===== src/logic/irq_unit_params.svh =====
// Offsets, bit positions, reset values and vectors of the interrupt unit.
`ifndef IRQ_UNIT_PARAMS_SVH
`define IRQ_UNIT_PARAMS_SVH

// Register offsets in the 64-byte I/O space.
`define OFS_TIMER_IRQ_FLAGS     6'h38
`define OFS_TIMER_IRQ_ENABLES   6'h39
`define OFS_EXT_IRQ_FLAGS       6'h3A
`define OFS_EXT_IRQ_ENABLES     6'h3B
`define OFS_SENSE_CONTROL       6'h35
`define OFS_STATUS_WORD         6'h3F
`define OFS_CAPTURE_LOW         6'h24
`define OFS_CAPTURE_HIGH        6'h25

// Bit positions in the timer registers.
`define BIT_T1_WRAP             7
`define BIT_MATCH_A             6
`define BIT_MATCH_B             5
`define BIT_CAPTURE             3
`define BIT_T0_WRAP             1

// Bit positions in the external registers and the status word.
`define BIT_EXT_ONE             7
`define BIT_EXT_ZERO            6
`define BIT_GLOBAL              7

// Implemented bits; all others read zero.
`define TIMER_BITS_MASK         8'hEA
`define EXT_BITS_MASK           8'hC0
`define SENSE_BITS_MASK         8'h0F

// Reset values.
`define RESET_BYTE              8'h00
`define RESET_COUNT             16'h0000

// Vector addresses, lowest served first.
`define VEC_NONE                4'h0
`define VEC_EXT_ZERO            4'h1
`define VEC_EXT_ONE             4'h2
`define VEC_CAPTURE             4'h3
`define VEC_MATCH_A             4'h4
`define VEC_MATCH_B             4'h5
`define VEC_T1_WRAP             4'h6
`define VEC_T0_WRAP             4'h8

`endif


===== src/logic/irq_unit_pkg.sv =====
// Types shared by the interrupt mask and flag unit.
package irq_unit_pkg;

    // Trigger selected by a two-bit sense control field.
    typedef enum logic [1:0] {
        SENSE_LOW,
        SENSE_RESERVED,
        SENSE_FALL,
        SENSE_RISE
    } sense_mode_t;

    // One-cycle event pulses from the timer units, plus the timer 1 PWM mode level.
    typedef struct packed {
        logic t1_wrap;
        logic t1_turn;
        logic t1_pwm;
        logic match_a;
        logic match_b;
        logic capture;
        logic t0_wrap;
    } timer_events_t;

endpackage


===== src/logic/interrupt_mask_flag_unit.sv =====
// Interrupt enable, flag and vector logic for the CPU sequencer.
//
// The plain strobed port is this design's own decision.
`timescale 1ns/1ps
`include "irq_unit_params.svh"


module interrupt_mask_flag_unit
    import irq_unit_pkg::*;
(
    // Clock and reset.
    input  wire logic          ref_clk_i,
    input  wire logic          resetn_i,

    // Register port.
    input  wire logic [5:0]    addr_i,
    input  wire logic [7:0]    wr_data_i,
    input  wire logic          wr_en_i,
    input  wire logic          rd_en_i,
    output logic      [7:0]    rd_data_o,

    // External request pins, sampled as driven.
    input  wire logic          ext_request_zero_i,
    input  wire logic          ext_request_one_i,

    // Timer events and the running timer 1 count.
    input  wire timer_events_t timer_evt_i,
    input  wire logic [15:0]   timer_one_count_i,

    // Sequencer handshake.
    input  wire logic          irq_ack_i,
    output logic               irq_req_o,
    output logic      [3:0]    irq_vector_o,
    output logic               global_enable_o
);

    ////////////////////////////////////////////////////////////////////////
    // Declarations.
    ////////////////////////////////////////////////////////////////////////

    // Register contents.
    logic [7:0]  timer_irq_flags;       // Timer flags.
    logic [7:0]  timer_irq_enables;     // Timer enables.
    logic [7:0]  external_irq_flags;    // External flags.
    logic [7:0]  external_irq_enables;  // External enables.
    logic [7:0]  sense_control;         // Sense fields of both pins.
    logic        global_enable;         // Global interrupt bit.
    logic [15:0] captured_count;        // Count copied at capture.

    // Pin history and trigger results.
    logic [1:0]  ext_pins;              // Current pin levels.
    logic [1:0]  ext_prev;              // Levels one cycle ago.
    logic [1:0]  ext_trig;              // Trigger per pin.

    // Next values and helper terms.
    logic [7:0]  next_timer_flags;      // Timer flags next cycle.
    logic [7:0]  next_ext_flags;        // External flags next cycle.
    logic [7:0]  timer_set;             // Hardware set terms.
    logic [7:0]  timer_clr;             // Clear terms.
    logic [7:0]  ext_set;               // Hardware set terms.
    logic [7:0]  ext_clr;               // Clear terms.
    logic [7:0]  timer_pend;            // Enabled timer flags.
    logic [7:0]  ext_pend;              // Enabled external flags.
    logic [3:0]  next_vector;           // Winning vector.
    logic [7:0]  next_rd_data;          // Read data next cycle.
    logic        ack_taken;             // Entry of a served vector.
    logic        t1_wrap_evt;           // Mode-selected wrap event.

    ////////////////////////////////////////////////////////////////////////
    // Functions.
    ////////////////////////////////////////////////////////////////////////

    // Decides if a pin triggers this cycle under its sense mode.
    function automatic logic pin_trigger(
        input logic [1:0] mode,
        input logic       now,
        input logic       prev
    );
        logic hit;
        hit = 1'b0;
        // Trigger choice.
        // sense field decode
        case (sense_mode_t'(mode))
            SENSE_LOW:      hit = ~now;
            SENSE_RESERVED: hit = 1'b0;
            SENSE_FALL:     hit = prev & ~now;
            SENSE_RISE:     hit = ~prev & now;
            default:        hit = 1'b0;
        endcase
        return hit;
    endfunction

    // Maps a vector to its bit in the timer flag register.
    function automatic logic [7:0] timer_bit_of(input logic [3:0] vec);
        logic [7:0] m;
        m = `RESET_BYTE;
        if (vec == `VEC_CAPTURE)
        begin
            m[`BIT_CAPTURE] = 1'b1;
        end
        else if (vec == `VEC_MATCH_A)
        begin
            m[`BIT_MATCH_A] = 1'b1;
        end
        else if (vec == `VEC_MATCH_B)
        begin
            m[`BIT_MATCH_B] = 1'b1;
        end
        else if (vec == `VEC_T1_WRAP)
        begin
            m[`BIT_T1_WRAP] = 1'b1;
        end
        else if (vec == `VEC_T0_WRAP)
        begin
            m[`BIT_T0_WRAP] = 1'b1;
        end
        return m;
    endfunction

    ////////////////////////////////////////////////////////////////////////
    // External pin triggers.
    ////////////////////////////////////////////////////////////////////////

    // The pins are read straight, whatever their direction.
    // direction ignored
    assign ext_pins = {ext_request_one_i, ext_request_zero_i};

    // Remembers the previous pin levels for edge detection.
    always_ff @(posedge ref_clk_i or negedge resetn_i)
    begin
        if (!resetn_i)
        begin
            ext_prev <= 2'h3;
        end
        else
        begin
            ext_prev <= ext_pins;
        end
    end

    // One trigger decoder per pin, each on its own sense field.
    genvar gi;
    generate
        for (gi = 0; gi < 2; gi = gi + 1)
        begin : g_pin
            assign ext_trig[gi] = pin_trigger(sense_control[2*gi+1 -: 2],
                                              ext_pins[gi], ext_prev[gi]);
        end
    endgenerate

    ////////////////////////////////////////////////////////////////////////
    // Flag set and clear terms.
    ////////////////////////////////////////////////////////////////////////

    // An entry only counts while a request is shown.
    assign ack_taken = irq_ack_i & irq_req_o;

    // PWM mode flags the turn at bottom, else the plain wrap.
    // bottom turn in PWM
    assign t1_wrap_evt = timer_evt_i.t1_pwm ? timer_evt_i.t1_turn
                                            : timer_evt_i.t1_wrap;

    // Builds the set and clear masks of both flag registers.
    always_comb
    begin
        timer_set = `RESET_BYTE;
        ext_set   = `RESET_BYTE;
        timer_set[`BIT_T1_WRAP] = t1_wrap_evt;
        timer_set[`BIT_MATCH_A] = timer_evt_i.match_a;
        timer_set[`BIT_MATCH_B] = timer_evt_i.match_b;
        timer_set[`BIT_CAPTURE] = timer_evt_i.capture;
        timer_set[`BIT_T0_WRAP] = timer_evt_i.t0_wrap;
        ext_set[`BIT_EXT_ONE]  = ext_trig[1];
        ext_set[`BIT_EXT_ZERO] = ext_trig[0];

        timer_clr = `RESET_BYTE;
        if (wr_en_i && addr_i == `OFS_TIMER_IRQ_FLAGS)
        begin
            timer_clr = wr_data_i;
        end
        if (ack_taken)
        begin
            timer_clr = timer_clr | timer_bit_of(irq_vector_o);
        end

        ext_clr = `RESET_BYTE;
        if (wr_en_i && addr_i == `OFS_EXT_IRQ_FLAGS)
        begin
            ext_clr = wr_data_i;
        end
        if (ack_taken && irq_vector_o == `VEC_EXT_ZERO)
        begin
            ext_clr[`BIT_EXT_ZERO] = 1'b1;
        end
        if (ack_taken && irq_vector_o == `VEC_EXT_ONE)
        begin
            ext_clr[`BIT_EXT_ONE] = 1'b1;
        end

        // A new event beats a clear in the same cycle.
        // unused bits held zero
        next_timer_flags = ((timer_irq_flags & ~timer_clr) | timer_set)
                           & `TIMER_BITS_MASK;
        next_ext_flags   = ((external_irq_flags & ~ext_clr) | ext_set)
                           & `EXT_BITS_MASK;
    end

    ////////////////////////////////////////////////////////////////////////
    // Flag registers.
    ////////////////////////////////////////////////////////////////////////

    // Timer flags.
    // timer flags reset zero
    always_ff @(posedge ref_clk_i or negedge resetn_i)
    begin
        if (!resetn_i)
        begin
            timer_irq_flags <= `RESET_BYTE;
        end
        else
        begin
            timer_irq_flags <= next_timer_flags;
        end
    end

    // External flags.
    // external flags reset zero
    always_ff @(posedge ref_clk_i or negedge resetn_i)
    begin
        if (!resetn_i)
        begin
            external_irq_flags <= `RESET_BYTE;
        end
        else
        begin
            external_irq_flags <= next_ext_flags;
        end
    end

    // Copies the timer count in the cycle its flag is set.
    // capture copy with flag
    always_ff @(posedge ref_clk_i or negedge resetn_i)
    begin
        if (!resetn_i)
        begin
            captured_count <= `RESET_COUNT;
        end
        else if (timer_evt_i.capture)
        begin
            captured_count <= timer_one_count_i;
        end
    end

    ////////////////////////////////////////////////////////////////////////
    // Enable and control registers.
    ////////////////////////////////////////////////////////////////////////

    // Software-written enables and sense fields.
    // timer enable layout
    always_ff @(posedge ref_clk_i or negedge resetn_i)
    begin
        if (!resetn_i)
        begin
            timer_irq_enables    <= `RESET_BYTE;
            external_irq_enables <= `RESET_BYTE;
            sense_control        <= `RESET_BYTE;
        end
        else if (wr_en_i)
        begin
            // Address decode of the writable control bytes.
            if (addr_i == `OFS_TIMER_IRQ_ENABLES)
            begin
                timer_irq_enables <= wr_data_i & `TIMER_BITS_MASK;
            end
            else if (addr_i == `OFS_EXT_IRQ_ENABLES)
            begin
                external_irq_enables <= wr_data_i & `EXT_BITS_MASK;
            end
            else if (addr_i == `OFS_SENSE_CONTROL)
            begin
                sense_control <= wr_data_i & `SENSE_BITS_MASK;
            end
        end
    end

    // Global bit: a software write wins over an entry clear.
    // entry clears global bit
    always_ff @(posedge ref_clk_i or negedge resetn_i)
    begin
        if (!resetn_i)
        begin
            global_enable <= 1'b0;
        end
        else if (wr_en_i && addr_i == `OFS_STATUS_WORD)
        begin
            global_enable <= wr_data_i[`BIT_GLOBAL];
        end
        else if (ack_taken)
        begin
            global_enable <= 1'b0;
        end
    end

    ////////////////////////////////////////////////////////////////////////
    // Request arbitration.
    ////////////////////////////////////////////////////////////////////////

    // A source pends only when its flag and enable are both one.
    // flag and enable
    assign timer_pend = timer_irq_flags & timer_irq_enables;
    assign ext_pend   = external_irq_flags & external_irq_enables;

    // Picks the lowest vector address among pending sources.
    // lowest vector first
    always_comb
    begin
        if (ext_pend[`BIT_EXT_ZERO])
        begin
            next_vector = `VEC_EXT_ZERO;
        end
        else if (ext_pend[`BIT_EXT_ONE])
        begin
            next_vector = `VEC_EXT_ONE;
        end
        else if (timer_pend[`BIT_CAPTURE])
        begin
            next_vector = `VEC_CAPTURE;
        end
        else if (timer_pend[`BIT_MATCH_A])
        begin
            next_vector = `VEC_MATCH_A;
        end
        else if (timer_pend[`BIT_MATCH_B])
        begin
            next_vector = `VEC_MATCH_B;
        end
        else if (timer_pend[`BIT_T1_WRAP])
        begin
            next_vector = `VEC_T1_WRAP;
        end
        else if (timer_pend[`BIT_T0_WRAP])
        begin
            next_vector = `VEC_T0_WRAP;
        end
        else
        begin
            next_vector = `VEC_NONE;
        end
    end

    // Registered request; dropped in the entry cycle so that the
    // just-cleared flag is never offered twice.
    // global bit gates
    always_ff @(posedge ref_clk_i or negedge resetn_i)
    begin
        if (!resetn_i)
        begin
            irq_req_o    <= 1'b0;
            irq_vector_o <= `VEC_NONE;
        end
        else if (ack_taken)
        begin
            irq_req_o    <= 1'b0;
            irq_vector_o <= `VEC_NONE;
        end
        else
        begin
            irq_req_o    <= global_enable && (next_vector != `VEC_NONE);
            irq_vector_o <= global_enable ? next_vector : `VEC_NONE;
        end
    end

    // Mirror of the global bit for the core.
    always_ff @(posedge ref_clk_i or negedge resetn_i)
    begin
        if (!resetn_i)
        begin
            global_enable_o <= 1'b0;
        end
        else
        begin
            global_enable_o <= global_enable;
        end
    end

    ////////////////////////////////////////////////////////////////////////
    // Read path.
    ////////////////////////////////////////////////////////////////////////

    // Read decode; unmapped addresses read zero.
    // reserved bits read zero
    always_comb
    begin
        next_rd_data = `RESET_BYTE;
        if (addr_i == `OFS_TIMER_IRQ_FLAGS)
        begin
            next_rd_data = timer_irq_flags;
        end
        else if (addr_i == `OFS_TIMER_IRQ_ENABLES)
        begin
            next_rd_data = timer_irq_enables;
        end
        else if (addr_i == `OFS_EXT_IRQ_FLAGS)
        begin
            next_rd_data = external_irq_flags;
        end
        else if (addr_i == `OFS_EXT_IRQ_ENABLES)
        begin
            next_rd_data = external_irq_enables;
        end
        else if (addr_i == `OFS_SENSE_CONTROL)
        begin
            next_rd_data = sense_control;
        end
        else if (addr_i == `OFS_STATUS_WORD)
        begin
            next_rd_data[`BIT_GLOBAL] = global_enable;
        end
        else if (addr_i == `OFS_CAPTURE_LOW)
        begin
            next_rd_data = captured_count[7:0];
        end
        else if (addr_i == `OFS_CAPTURE_HIGH)
        begin
            next_rd_data = captured_count[15:8];
        end
    end

    // Read data stands only in the cycle after the strobe.
    always_ff @(posedge ref_clk_i or negedge resetn_i)
    begin
        if (!resetn_i)
        begin
            rd_data_o <= `RESET_BYTE;
        end
        else if (rd_en_i)
        begin
            rd_data_o <= next_rd_data;
        end
        else
        begin
            rd_data_o <= `RESET_BYTE;
        end
    end

endmodule


===== config.mk =====
export PLATFORM = sky130hd
export DESIGN_NAME = interrupt_mask_flag_unit
export DESIGN_NICKNAME = d
export VERILOG_FILES = /design/src/logic/irq_unit_pkg.sv /design/src/logic/interrupt_mask_flag_unit.sv
export VERILOG_INCLUDE_DIRS = /design/src /design/src/logic
export SDC_FILE = /design/constraint.sdc
export NUM_CORES = 1
export LEC_CHECK = 0
export BUFFER_PORTS_ARGS = -buffer_cell sky130_fd_sc_hd__buf_2
export CAP_MARGIN = 20
export CORE_UTILIZATION = 48
export DETAILED_ROUTE_END_ITERATION = 10
export PLACE_DENSITY = 0.82
export SLEW_MARGIN = 20
export SYNTH_ARGS = -nofsm -noshare
export SYNTH_HDL_FRONTEND = slang
export SYNTH_SLANG_ARGS = --single-unit

===== constraint.sdc =====
create_clock -name ref_clk_i -period 1.3 [get_ports ref_clk_i]
set_clock_uncertainty 0.15 [all_clocks]
set_input_delay 0.26 -clock ref_clk_i [delete_from_list [all_inputs] [get_ports ref_clk_i]]
set_output_delay 0.26 -clock ref_clk_i [all_outputs]
set_load 0.005 [all_outputs]

==> flow_summary.ini, run 1 <==
[power_and_ir_drop]
powerDensity_nw_per_um2 = 996
power_frac_seq_pct = 51.7
p_switching_w = 0.000961
p_clk_share_pct = 27.3
swShare_pct = 27.4
intPower_w = 0.00255
combPwrFrac_pct = 21.0
power.leakage_nw = 1.64
ir_drop_mv = 0.902

[timing]
timing.hold.ws_ns = 0.00478
worst_slew_pin_slew_ns = 0.405
maxSlewHeadroom_pct = 72.8
final_hold_viol_count = 0
final_max_slew_viol_count = 0
setup_viol = 26
tns_ns = -1.23
rsz0062_at_grt = true
finalCritPeriodShare_pct = 109
layout_setup_ws_ns = -0.118
min_period_ns = 1.42
fmaxAchievable_mhz = 705

[clock_network]
cts_sinks = 51
cts_buffers = 5
clk_path_buf_depth = 2
h-tree-depth = 2
root_buffer = clkbuf_8
cts_tree = yes
clk_pin_slew_ns = 0.10
clk_latency_ns = 0.31

[worst_setup_path]
critPathLaunchType = register
critPathRequiredTime_ns = 1.40
crit_fanout = 2
worst_r2r_path_depth = 4
critPathKind = reg2reg
arrival_ns = 1.52
reg2reg_to = rd_data_o[7]
reg2reg_slack_ns = -0.12
crit_path_end_kind = register
reg2reg_from = captured_count[15]

[synth]
yosys.area_share.simple_pct = 16.7
yosys_warnings = 0
synthXorXnorAreaFrac_pct = 0
synth_area_per_cell_sq_um = 11.8
synth_cell_types = 44
muxShareOfSynthArea_pct = 14.9
synth_flop_cell = dfrtp_1
synth_nets = 248
synth_top_family_by_area = simple AND/OR/NAND/NOR gates
synthAdderAreaFrac_pct = 0
synth_edf_count = 0
synth_area_sq_um = 2400
synth_compound_area_share_pct = 12.9
ys_seq_area_share_pct = 53.2
syn_inst = 204
async_flop_share_pct = 100
yosys_register_bits = 51

[placed_design]
dpl.cell_count = 357
gp_congestion = 0.901
place_hpwl_um = 4350
io_buffers = 56
preCtsSetupSlack_ns = -0.445

[detailed_routing]
first_pass_iters = 5
via_per_inst = 5.73
routed_wl_um = 7060
routedWlPerCell_um = 18.5
drtIter0Drc = 259
route.detailed.drc = 0
drtAntennaViolNets = 0
dr_total_vias = 2183

[layout]
final_common_cell = buf_2
nets = 357
regArea_sq_um = 1280
multi_input_area_sq_um = 1240
drive_above_1_share_pct = 56.7
instances_no_fill = 381
areaGrowthSynthToFinish_pct = 46.6
final_cell_mix = buf_2 (49), dfrtp_1 (48), buf_4 (33), nand2_1 (20), buf_6 (19)
num_antenna_cells = 0
final_util_pct = 74.1
n_fill_cell = 299

[flow_run]
maxCapViolations = 0

[grt]
grt.overflow.total = 0
grt_max_degree = 52
grt_pass1_wl_um = 10600
antenna_found_initial = 0
grt_pass1_vias = 2197
grtUsageTotal_pct = 26.9

[outcome]
run_status = finished with violations
violations = setup timing

[hold_path]
hold_path.class = in2reg
hold_start = timer_evt_i[0]
min_to = timer_irq_flags[1]
hold_path_depth = 2

[floorplan]
die_w_um = 72.7
top_level_ports = 58
placementRows = 25
die_h_um = 72.7
die_area_sq_um = 5290
coreArea_sq_um = 4750
initial_core_util_pct = 50.5
[power by group through the flow]
stage                     Combinational, W  Sequential [W]  Clock, W
final                             0.000735         0.00181  0.000958
after global routing              0.000795         0.00183   0.00103
after CTS                         0.000665         0.00180  0.000955
after detailed placement          0.000609         0.00183         0
after global placement            0.000593         0.00182         0
after floorplan                   0.000290         0.00182         0
[metrics by stage]
step                area [sq um]  power [W]
floorplan                   2480    0.00211
global placement            3090    0.00241
detailed placement          3090    0.00244
CTS                         3370    0.00342
global route                3520    0.00365
finish                      3520    0.00351
[kinds of logic (layout without fill, tap and decap cells)]
logic type / Yosys count / count (layout)
AO/OA/AOI/OAI: 42 / 42
buffers and inverters: 13 / 123
flip-flops: 51 / 51
multiplexers: 31 / 31
AND/OR/NAND/NOR: 67 / 67
[synth_stat cells (4+ instances only)]
master / instances / area share [%]
nor2_1: 7 / 1.1
mux2_1: 4 / 1.9
mux2i_1: 5 / 2.1
a22oi_1: 5 / 1.6
nand2_1: 27 / 4.2
a31o_2: 4 / 1.5
inv_1: 7 / 1.1
dfrtp_1: 49 / 51
a21oi_1: 7 / 1.5
buf_2: 5 / 1.0
nor3_1: 4 / 0.83
or3_1: 5 / 1.3
o21ai_0: 7 / 1.5
mux2_4: 4 / 2.5
mux2_2: 18 / 8.4
[worst max path at each step]
stage                       start                to  slack, ns  cells past startpoint
3_5_place_dp            addr_i[0]      rd_data_o[7]      -0.45                      6
4_1_cts        captured_count[15]      rd_data_o[7]      -0.10                      4
6_report       captured_count[15]      rd_data_o[7]      -0.12                      4
5_1_grt        timer_irq_flags[6]   irq_vector_o[3]      -0.15                      5
2_1_floorplan           addr_i[1]  sense_control[0]      -0.24                      4
3_3_place_gp            addr_i[0]      rd_data_o[7]      -0.46                      6
[flip-flops by register name, indices dropped and copies added (netlist names), 2 cells and up]
signal,flops
captured_count,16
rd_data_o,8
timer_irq_enables,5
timer_irq_flags,5
irq_vector_o,4
sense_control,4
ext_prev,2
external_irq_enables,2
external_irq_flags,2
[worst max-delay path: stages (launching register included)]
cell and delay, ns:
dfrtp_1 0.36, mux2i_1 0.08, or3_1 0.32, a211oi_2 0.22
o221a_1 0.22
[metal layers]
metal | track usage, % | vias up | share of wire (%)
met2 | 43.3 | 88 | 51
met5 | 0 | - | 0
met4 | 12.4 | 0 | 3.0
li1 | - | 973 | -
met1 | 35.0 | 1103 | 41
met3 | 5.66 | 19 | 5.6
[cell type report]
cell class,count,share of cell area (%)
Sequential cell,51,36.4
Multi-Input combinational cell,140,35.3
Timing Repair Buffer,108,22.6
Clock buffer,7,2.45
Tap cell,67,2.38
Inverter,7,0.746
Clock inverter,1,0.142
[timing repair]
| action | in CTS | in global routing |
|---|---|---|
| resized for setup | 19 | 30 |
| hold endpoints to repair | 53 | 0 |
| setup endpoints to repair | 23 | 34 |
| hold buffers | 5 | 0 |
| buffers inserted | 6 | 5 |
| pin swaps | 17 | 16 |
(Power assumes the default switching activity.)
==> run 2, diff against run 1 <==
- CORE_UTILIZATION: 48 -> 50
- CTS_BUF_LIST: not set -> sky130_fd_sc_hd__clkbuf_8
- PLACE_DENSITY: 0.82 -> 0.84
==> flow_summary.ini, run 2 (same netlist as run 1, synthesis figures left out) <==
[worst_setup_path]
crit_path_end_kind = register
worst_path_max_delay_cell = dfrtp_1
critPathLaunchType = register
crit_chain = buf_4 > buf_6 > nand2_4 > nand4_1 > a221oi_2
path_buf_inv = 2
crit_fanout = 4
critical_path.max_stage_delay_ns = 0.40
arrival_ns = 1.49
critPathRequiredTime_ns = 1.35
reg2reg_slack_ns = -0.14
critPathKind = reg2reg
crit_family = flip-flops

[clock_network]
h-tree-depth = 2
clk_pin_slew_ns = 0.08
root_buffer = clkbuf_8
cts_sinks = 51
clk_latency_ns = 0.31
clk_path_buf_depth = 2
cts_buffers = 5
cts_tree = yes

[detailed_routing]
routed_wl_um = 7360
dr_total_vias = 2215
routedWlPerCell_um = 20.1
route.detailed.drc = 2
via_per_inst = 6.04
first_pass_iters = 8
drtAntennaViolNets = 0
drtIter0Drc = 226

[timing]
setup_viol = 22
layout_setup_ws_ns = -0.138
final_hold_viol_count = 0
rsz0062_at_grt = true
maxSlewHeadroom_pct = 72.1
final_max_slew_viol_count = 0
worst_slew_pin_slew_ns = 0.418
timing.hold.ws_ns = 0.0151
tns_ns = -1.33
fmaxAchievable_mhz = 695
finalCritPeriodShare_pct = 111
min_period_ns = 1.44

[layout]
num_antenna_cells = 0
nets = 358
largest_register_ffs = 16
largest_register = captured_count
final_common_cell = buf_2
final_util_pct = 78.9
drive_above_1_share_pct = 57.8
areaGrowthSynthToFinish_pct = 47.0
reg.largest.list = captured_count x16, rd_data_o x8
final_cell_mix = buf_2 (49), dfrtp_1 (48), buf_4 (35), nand2_1 (19)

[grt]
grt_pass1_wl_um = 10700
grt_pass1_vias = 2196
grtUsageTotal_pct = 28.2
grt_max_degree = 24
grt.overflow.total = 0
antenna_found_initial = 0

[floorplan]
die_h_um = 71.3
placementRows = 24
top_level_ports = 58
die_area_sq_um = 5090
die_w_um = 71.3
initial_core_util_pct = 53.7
coreArea_sq_um = 4470

[outcome]
violations = DRC, setup timing
run_status = finished with violations

[power_and_ir_drop]
combPwrFrac_pct = 21.1
total_power_w = 0.00355
power_frac_seq_pct = 51.3
powerDensity_nw_per_um2 = 1010
p_clk_share_pct = 27.6
ir_drop_mv = 0.656
p_switching_w = 0.000960
intPower_w = 0.00259
power.leakage_nw = 1.65
swShare_pct = 27.0

[placed_design]
io_buffers = 56
place_hpwl_um = 4520
gp_congestion = 0.928

[hold_path]
hold_path.class = in2reg

[flow_run]
maxCapViolations = 0
run 2: cell types whose count changed in the layout (fill, tap and decap cells not counted), moves of 2 or more:
cell / change
a22oi_1: -2
a22oi_2: +2
buf_4: +2
buf_6: -2
o21ai_1: +2
run 2: power by group through the flow:
stage / Clock, W / Combinational (W) / Sequential (W)
final: 0.000979 / 0.000750 / 0.00182
after global routing: 0.00105 / 0.000801 / 0.00183
after CTS: 0.000993 / 0.000675 / 0.00180
after detailed placement: 0 / 0.000614 / 0.00183
after global placement: 0 / 0.000595 / 0.00182
after floorplan: 0 / 0.000290 / 0.00182
run 2: worst paths after layout:
| path | depth (start not counted) | endpoint | start |
|---|---|---|---|
| max in group asynchronous | 3 | rd_data_o[2] | resetn_i |
| min reg2reg | 1 | captured_count[7] | captured_count[7] |
| max | 5 | irq_vector_o[1] | timer_irq_flags[5] |
| min | 2 | timer_irq_flags[1] | timer_evt_i[0] |
| max reg2reg | 5 | irq_vector_o[1] | timer_irq_flags[5] |
| min in group asynchronous | 2 | rd_data_o[1] | resetn_i |
run 2: what timing repair did:
item	in CTS	in global routing
pin swaps	18	25
setup buffers	5	5
cloned	0	0
hold buffers	5	0
setup endpoints to repair	26	33
resized for setup	19	35
endpoints found under the hold margin	15	0
run 2: worst register-to-register path, delay by kind of cell (launching register included):
family / cells / cell delay, ns
flops: 1 / 0.40
compound gates: 1 / 0.30
simple gates: 2 / 0.23
buf+inv: 2 / 0.26
run 2: per-stage QoR:
stage / cells / area, sq um / worst slack, ns
2_1_floorplan: 204 / 2480 / -0.240
3_3_place_gp: 344 / 3090 / -0.419
3_5_place_dp: 344 / 3090 / -0.426
4_1_cts: 362 / 3370 / -0.105
5_1_grt: 367 / 3530 / -0.187
6_report: 367 / 3530 / -0.138
run 2: area by class of cell:
cell class / count / area [sq um]
fillers: 243 / 942
clock buffers: 7 / 96.3
clock inverters: 1 / 3.75
flip-flops and latches: 51 / 1280
multi-input cells: 140 / 1260
repair buffers: 109 / 805
inverters: 7 / 26.3
well taps: 52 / 65.1
run 2: per-layer routing:
metal | routed length [um] | vias up | part of all wire [%] | GRT usage, %
li1 | - | 975 | - | -
met1 | 2980 | 1089 | 40 | 37.3
met2 | 3630 | 126 | 49 | 46.9
met3 | 491 | 25 | 6.7 | 4.64
met4 | 261 | 0 | 3.5 | 11.1
met5 | 0 | - | 0 | 0
